## config.mk

```make
export PLATFORM = sky130hd
export DESIGN_NAME = thermal_fan_ctrl
export DESIGN_NICKNAME = d
export VERILOG_FILES = /design/src/thermal_fan_pkg.sv /design/src/thermal_fan_ctrl.sv
export VERILOG_INCLUDE_DIRS = /design/src
export SDC_FILE = /design/constraint.sdc
export NUM_CORES = 1
export LEC_CHECK = 0
export BUFFER_PORTS_ARGS = -buffer_cell sky130_fd_sc_hd__buf_2
export CAP_MARGIN = 0
export CELL_PAD_IN_SITES_DETAIL_PLACEMENT = 0
export CELL_PAD_IN_SITES_GLOBAL_PLACEMENT = 1
export CORE_ASPECT_RATIO = 0.6
export CORE_MARGIN = 1.5
export CORE_UTILIZATION = 44
export CTS_CLUSTER_DIAMETER = 30
export DETAILED_ROUTE_END_ITERATION = 7
export PLACE_DENSITY_LB_ADDON = 0.1
export REMOVE_ABC_BUFFERS = 1
export SETUP_SLACK_MARGIN = 0.05
export SLEW_MARGIN = 20
export SYNTH_ARGS = -nofsm -noshare
export SYNTH_HDL_FRONTEND = slang
export SYNTH_SLANG_ARGS = --single-unit
```

## constraint.sdc

```tcl
create_clock -name clk_sys_i -period 6.9 [get_ports clk_sys_i]
set_clock_uncertainty 0.2 [all_clocks]
set_input_delay 1.035 -clock clk_sys_i [delete_from_list [all_inputs] [get_ports clk_sys_i]]
set_output_delay 1.035 -clock clk_sys_i [all_outputs]
set_load 0.005 [all_outputs]
```

## src/thermal_fan_map.svh

```systemverilog
// constants for the thermal monitor and fan controller
`ifndef THERMAL_FAN_MAP_SVH
`define THERMAL_FAN_MAP_SVH

`define TEMP_W        8
`define SPEED_W       8
`define SPEED_LOW     8'h40
`define SPEED_HOT     8'ha0
`define SPEED_MAX     8'hff
`define SPEED_OFF     8'h00
`define HI_LIM_RESET  8'h50
`define LO_LIM_RESET  8'h46
`define HOT_MARGIN    8'h0a

`endif

```

## src/thermal_fan_pkg.sv

```systemverilog
// types for the thermal monitor and fan controller
package thermal_fan_pkg;

    typedef enum logic [3:0] {
        ST_NORMAL = 4'b0001,
        ST_HOT    = 4'b0010,
        ST_OVER   = 4'b0100,
        ST_SLEEP  = 4'b1000
    } fan_state_t;

    typedef struct packed {
        logic [7:0] high;
        logic [7:0] low;
        logic       load;
    } limit_load_t;

    typedef struct packed {
        logic sleep_req;
        logic psu_hot;
        logic small_chassis;
    } sys_cond_t;

endpackage

```

## src/thermal_fan_ctrl.sv

```systemverilog
// thermal monitor and fan speed controller
// ============================================================
// What this block does
// - turn processor temperature into fan speed command
// - sleep asserts active-low fan shut-off
// - high limit reached: maximum speed, alert asserted
// - normal conditions command low fan speed
// - hot processor raises speed above low
// - hot part during sleep restarts fans
// - small chassis keeps cpu fan speed low under power supply heat, though supply heat still wakes fans
// - large chassis fans share one command
`timescale 1ns/10ps
`default_nettype none
`include "thermal_fan_map.svh"

module thermal_fan_ctrl (
    // clock and reset
    input  wire logic                         clk_sys_i,
    input  wire logic                         rst_n_i,
    input  wire logic                         clk_en_i,
    // temperature and limits
    input  wire logic [`TEMP_W-1:0]           temp_i,
    input  wire thermal_fan_pkg::limit_load_t limit_i,
    input  wire thermal_fan_pkg::sys_cond_t   cond_i,
    // fan and alert outputs
    output logic [`SPEED_W-1:0]               fan_speed_o,
    output logic                              fan_off_n_o,
    output logic                              over_temp_alert_n_o,
    output logic                              limits_valid_o
);

    // ============================================================
    // limit registers
    logic [`TEMP_W-1:0] hi_q, hi_d, lo_q, lo_d;
    logic               valid_q, valid_d;

    always_comb begin
        hi_d    = hi_q;
        lo_d    = lo_q;
        valid_d = valid_q;
        if (limit_i.load) begin
            // firmware writes both limits during self test
            hi_d    = limit_i.high;
            lo_d    = limit_i.low;
            valid_d = 1'b1;
        end
    end

    always_ff @(posedge clk_sys_i or negedge rst_n_i) begin
        if (!rst_n_i) begin
            hi_q    <= `HI_LIM_RESET;
            lo_q    <= `LO_LIM_RESET;
            valid_q <= 1'b0;
        end else if (clk_en_i) begin
            hi_q    <= hi_d;
            lo_q    <= lo_d;
            valid_q <= valid_d;
        end
    end

    // ============================================================
    // thermal state machine
    // hot threshold sits a margin under the high limit; saturate at 0
    function automatic logic is_hot(input logic [7:0] t,
                                    input logic [7:0] hi);
        logic [7:0] th;
        th = (hi > `HOT_MARGIN) ? 8'(hi - `HOT_MARGIN) : 8'h00;
        return t >= th;
    endfunction

    thermal_fan_pkg::fan_state_t st_q, st_d;
    logic [`SPEED_W-1:0]         spd_q, spd_d;
    logic                        off_n_q, off_n_d;
    logic                        alert_n_q, alert_n_d;
    logic                        over, cpu_hot, psu_eff;

    always_comb begin
        over    = temp_i >= hi_q;
        cpu_hot = is_hot(temp_i, hi_q);
        // small chassis: supply heat does not raise the cpu fan speed
        psu_eff = cond_i.psu_hot && !cond_i.small_chassis;
        st_d    = st_q;
        case (st_q)
            thermal_fan_pkg::ST_NORMAL: begin
                // a hot part keeps fans on, else sleep and wake would chatter
                if (over)
                    st_d = thermal_fan_pkg::ST_OVER;
                else if (cpu_hot)
                    st_d = thermal_fan_pkg::ST_HOT;
                else if (cond_i.sleep_req && !cond_i.psu_hot)
                    st_d = thermal_fan_pkg::ST_SLEEP;
            end
            thermal_fan_pkg::ST_HOT: begin
                if (over)
                    st_d = thermal_fan_pkg::ST_OVER;
                else if (!cpu_hot)
                    st_d = thermal_fan_pkg::ST_NORMAL;
            end
            thermal_fan_pkg::ST_OVER: begin
                // hysteresis stops the alert chattering near the limit
                if (temp_i < lo_q)
                    st_d = thermal_fan_pkg::ST_NORMAL;
            end
            thermal_fan_pkg::ST_SLEEP: begin
                if (over)
                    st_d = thermal_fan_pkg::ST_OVER;
                else if (cpu_hot)
                    st_d = thermal_fan_pkg::ST_HOT;
                // supply heat wakes to normal: small chassis cpu fan stays low
                else if (cond_i.psu_hot || !cond_i.sleep_req)
                    st_d = thermal_fan_pkg::ST_NORMAL;
            end
            default: st_d = thermal_fan_pkg::ST_NORMAL;
        endcase

        alert_n_d = (st_d != thermal_fan_pkg::ST_OVER);
        off_n_d   = (st_d != thermal_fan_pkg::ST_SLEEP);
        case (st_d)
            thermal_fan_pkg::ST_OVER:  spd_d = `SPEED_MAX;
            thermal_fan_pkg::ST_HOT:   spd_d = `SPEED_HOT;
            thermal_fan_pkg::ST_SLEEP: spd_d = `SPEED_OFF;
            default:                   spd_d = psu_eff ? `SPEED_HOT
                                                       : `SPEED_LOW;
        endcase
    end

    always_ff @(posedge clk_sys_i or negedge rst_n_i) begin
        if (!rst_n_i) begin
            st_q      <= thermal_fan_pkg::ST_NORMAL;
            spd_q     <= `SPEED_LOW;
            off_n_q   <= 1'b1;
            alert_n_q <= 1'b1;
        end else if (clk_en_i) begin
            st_q      <= st_d;
            spd_q     <= spd_d;
            off_n_q   <= off_n_d;
            alert_n_q <= alert_n_d;
        end
    end

    assign fan_speed_o         = spd_q;
    assign fan_off_n_o         = off_n_q;
    assign over_temp_alert_n_o = alert_n_q;
    assign limits_valid_o      = valid_q;

    // ============================================================
    // checks
    property p_over_alert;
        @(posedge clk_sys_i) disable iff (!rst_n_i)
        (clk_en_i && temp_i >= hi_q) |=> (!over_temp_alert_n_o
                                        && fan_speed_o == `SPEED_MAX);
    endproperty
    a_over_alert: assert property (p_over_alert)
        else $error("alert or max speed missing at high limit");

    property p_alert_hold;
        @(posedge clk_sys_i) disable iff (!rst_n_i)
        (clk_en_i && !over_temp_alert_n_o && temp_i >= lo_q)
            |=> !over_temp_alert_n_o;
    endproperty
    a_alert_hold: assert property (p_alert_hold)
        else $error("alert cleared above low limit");

    property p_sleep_off;
        @(posedge clk_sys_i) disable iff (!rst_n_i)
        (clk_en_i && st_q == thermal_fan_pkg::ST_NORMAL && cond_i.sleep_req
         && !cond_i.psu_hot && !is_hot(temp_i, hi_q) && temp_i < hi_q)
            |=> !fan_off_n_o;
    endproperty
    a_sleep_off: assert property (p_sleep_off)
        else $error("fans not shut off on sleep");

    property p_wake_hot;
        @(posedge clk_sys_i) disable iff (!rst_n_i)
        (clk_en_i && !fan_off_n_o && (cond_i.psu_hot || is_hot(temp_i, hi_q)))
            |=> fan_off_n_o;
    endproperty
    a_wake_hot: assert property (p_wake_hot)
        else $error("hot part did not restart fans");

    property p_psu_keep;
        @(posedge clk_sys_i) disable iff (!rst_n_i)
        (clk_en_i && fan_off_n_o && cond_i.psu_hot) |=> fan_off_n_o;
    endproperty
    a_psu_keep: assert property (p_psu_keep)
        else $error("fans shut off while supply hot");

    property p_small_wake;
        @(posedge clk_sys_i) disable iff (!rst_n_i)
        (clk_en_i && !fan_off_n_o && cond_i.small_chassis && cond_i.psu_hot
         && !is_hot(temp_i, hi_q)) |=> (fan_off_n_o
                                        && fan_speed_o == `SPEED_LOW);
    endproperty
    a_small_wake: assert property (p_small_wake)
        else $error("small chassis wake not at low speed");

    property p_normal_low;
        @(posedge clk_sys_i) disable iff (!rst_n_i)
        (clk_en_i && st_q == thermal_fan_pkg::ST_NORMAL && !cond_i.sleep_req
         && !is_hot(temp_i, hi_q) && !cond_i.psu_hot) |=>
            fan_speed_o == `SPEED_LOW;
    endproperty
    a_normal_low: assert property (p_normal_low)
        else $error("normal speed not low");

    property p_hot_raise;
        @(posedge clk_sys_i) disable iff (!rst_n_i)
        (clk_en_i && fan_off_n_o && is_hot(temp_i, hi_q))
            |=> fan_speed_o > `SPEED_LOW;
    endproperty
    a_hot_raise: assert property (p_hot_raise)
        else $error("hot processor did not raise speed");

    property p_small_psu;
        @(posedge clk_sys_i) disable iff (!rst_n_i)
        (clk_en_i && cond_i.small_chassis && !cond_i.sleep_req
         && st_q == thermal_fan_pkg::ST_NORMAL && !is_hot(temp_i, hi_q))
            |=> fan_speed_o == `SPEED_LOW;
    endproperty
    a_small_psu: assert property (p_small_psu)
        else $error("supply heat moved small chassis fan");

    property p_large_psu;
        @(posedge clk_sys_i) disable iff (!rst_n_i)
        (clk_en_i && !cond_i.small_chassis && cond_i.psu_hot && fan_off_n_o)
            |=> fan_speed_o > `SPEED_LOW;
    endproperty
    a_large_psu: assert property (p_large_psu)
        else $error("supply heat ignored in large chassis");

    property p_limit_load;
        @(posedge clk_sys_i) disable iff (!rst_n_i)
        (clk_en_i && limit_i.load) |=> (hi_q == $past(limit_i.high)
                                     && lo_q == $past(limit_i.low)
                                     && limits_valid_o);
    endproperty
    a_limit_load: assert property (p_limit_load)
        else $error("limit load not taken");

endmodule

`default_nettype wire

```

==> impl_metrics.tcl <==
set metrics [dict create \
    outcome "finished, violations left" \
    violations "DRC" \
    ant_nets 0 \
    crit_fanout 8 \
    worst_r2r_path_depth 9 \
    synth_edf_count 0 \
    whs_endpoint "limits_valid_o" \
    io_pins 42 \
    cts-htree-levels 1 \
    p_int_uw 365.6 \
    finalSetupTns_ns 0 \
    antenna_cells 0 \
    final_cells 260 \
    hp-start "limits_valid_o" \
    r2r-end "fan_speed_o[5]" \
    cts.path.max_buffers 2 \
    cts_tree "yes" \
    path_clk_slew_ns 0.10 \
    r2r_start "hi_q[5]" \
    path_cells "nor2_1 -> o2111ai_1 -> and2_1 -> ha_1 -> nand2b_4 -> a2111o_1 -> a31oi_4 -> nor4_1 -> o32a_1" \
    yosysTopAreaCell "dfrtp_1" \
    drc 2 \
    power_density_nw_per_um2 264.4 \
    root_buffer "clkbuf_8" \
    worst_pin_slew_ns 0.6932 \
    routed_via_density 5.381 \
    arrival_ns 3.12 \
    insertion_delay_ns 0.29 \
    yosys-top-cells-count "24 x ha_1, 18 x inv_1, 17 x dfrtp_1, 17 x mux2_2, 13 x o21ai_0" \
    combinationalPowerShare 0.371 \
    hold_violations 0 \
    cts_buffers 3 \
    switching_share 0.3377 \
    io_buffer_count 41 \
    start_util 0.4749 \
    slowest_delay_ns 0.45 \
    drtIter0Drc 122 \
    cts-resized-gates 0 \
    rsz0062_at_grt "false" \
    dieArea_um2 4491 \
    slew_headroom 0.5367 \
    worst-path-buf-inv 0 \
    gp_congestion 0.8663 \
    nets 269 \
    overflow 0 \
    drv_cap 0 \
    wl_met1_mm 2.235 \
    syn_to_final_growth_pct 16.14 \
    seq_power_share 0.388 \
    met2_length_mm 1.568 \
    multiInputGateArea_um2 1023 \
    synth_warnings 0 \
    core_um2 3786 \
    ys_types 37 \
    rows 17 \
    cts_sinks 26 \
    wl_met3_um 226 \
    p_clk_frac 0.241 \
    critPathRequiredTime_ns 6.88 \
    startpoint_type "flop" \
    cts_setup_buffers 0 \
    min_period_over_period 0.4550 \
    antenna_found_initial 0 \
    drtPass1Iterations 6 \
    highest_layer "met4" \
    syn_avg_cell_area_um2 10.27 \
    min_path_cells 1 \
    switchingPower_uw 186.4 \
    grt_util_all_layers 0.2018 \
    synth.most_common_cell "ha_1" \
    min_path_type "reg -> reg" \
    drt_wl_total_mm 4.053 \
    setup_viol 0 \
    leakagePower_nw 1.014 \
    syn-cell-area_um2 1798 \
    drv_slew 0 \
    fillers 357 \
    die_x_um 85.53 \
    drive_gt1_frac 0.3521 \
    r2r_slack_ns 3.76 \
    holdWs_ns 0.2743 \
    die_h_um 52.52 \
    crit_family "compound AO/OA/AOI/OAI gates" \
    syn_inst 175 \
    grt_pass1_vias 1379 \
    ff_latch_area_um2 661.9 \
    place_hpwl_mm 3.327 \
    end_kind "flop" \
    ir_worst_vdd_v 0.0001209 \
    fmax_mhz 318.5 \
    cts_hold_buf 0 \
    grt_pass1_wl_mm 6.775 \
    synth-seq-cells 26 \
    grt_start_max_net_pins 27 \
    via_count 1399 \
    ys_seq_area_frac 0.3681 \
    slowest_stage "a2111o_1" \
    criticalPathCategory "reg -> reg" \
    place_inst 256 \
    synth_ff_type "dfrtp_1" \
    post-route-min-period_ns 3.140 \
    synth_area_leaders "dfrtp_1 24%, ha_1 17%, dfstp_2 13%" \
    async_flop_share 1.000 \
    wire_per_inst_um 15.59 \
    synthDominantCellAreaShare 0.2366 \
]
[worst max-delay path by stage]
stage | start | endpoint | slack (ns) | cells after the start
finish | hi_q[5] | fan_speed_o[5] | 3.76 | 9
global route | hi_q[5] | fan_speed_o[5] | 3.58 | 9
CTS | hi_q[5] | fan_speed_o[5] | 3.79 | 9
detailed placement | hi_q[5] | fan_speed_o[5] | 3.82 | 9
global placement | temp_i[2] | fan_speed_o[6] | 3.88 | 7
floorplan | temp_i[0] | fan_speed_o[5] | 4.07 | 7
[metal layers]
metal | GRT usage | up-vias
met5 | 0 | -
met4 | 0.03763 | 0
met3 | 0.04567 | 5
met2 | 0.2743 | 44
met1 | 0.3202 | 655
li1 | - | 695
[power groups by stage]
stage               clock network, mW  logic, mW  registers [mW]
detailed placement                  0      0.203           0.217
global route                    0.140      0.233           0.219
finish                          0.133      0.205           0.214
global placement                    0      0.198           0.215
floorplan                           0      0.138           0.213
CTS                             0.134      0.205           0.214
[worst reg2reg max path, stage by stage, from the launching register on]
cell and delay (ns):
dfrtp_1 0.42, nor2_1 0.20, o2111ai_1 0.39, and2_1 0.31
ha_1 0.27, nand2b_4 0.14, a2111o_1 0.45, a31oi_4 0.24
nor4_1 0.09, o32a_1 0.33
[cell type report]
type                            count  area share
Timing Repair Buffer               41     0.09826
Sequential cell                    26      0.3170
Multi-Input combinational cell    124      0.4901
Tap cell                           47     0.02816
Clock buffer                        3     0.01977
Clock inverter                      1     0.01438
Inverter                           18     0.03235
[metrics by stage]
step	util	area, um2	worst slack (ns)	power [mW]
after detailed placement	0.5327	2017	3.817	0.4199
after global placement	0.5327	2017	3.877	0.4132
final	0.5516	2088	3.760	0.5520
after floorplan	-	1753	4.070	0.3510
after global routing	0.5516	2088	3.583	0.5917
after CTS	0.5516	2088	3.794	0.5540
[cells by family (layout without fill, tap and decap cells)]
logic type,Yosys count,after routing,synth area share
flops,26,26,0.3681
simple gates,41,41,0.1211
xor+xnor,5,5,0.02436
buf+inv,25,63,0.06263
mux,17,17,0.1065
compound gates,37,37,0.1503
fa+ha+maj,24,24,0.1670
[sequential cells by signal (all words and copies together), names as in the netlist]
signal,cells
over_temp_alert_n_o,1
hi_q,8
fan_off_n_o,1
st_q,4
fan_speed_o,3
limits_valid_o,1
lo_q,8
[layout by cell type, fill, tap and decap left out, types with 3 or more instances in the layout]
master,n
ha_1,24
xnor2_1,4
buf_2,41
nand2b_1,6
o21a_1,3
nor2_1,11
o21ai_0,13
dfstp_2,9
a21oi_1,4
inv_1,18
mux2_2,17
dfrtp_1,17
nand2_1,10
clkbuf_8,3
a211oi_1,4
nor2b_1,3
Note: power is estimated with default switching activity, not from simulation.
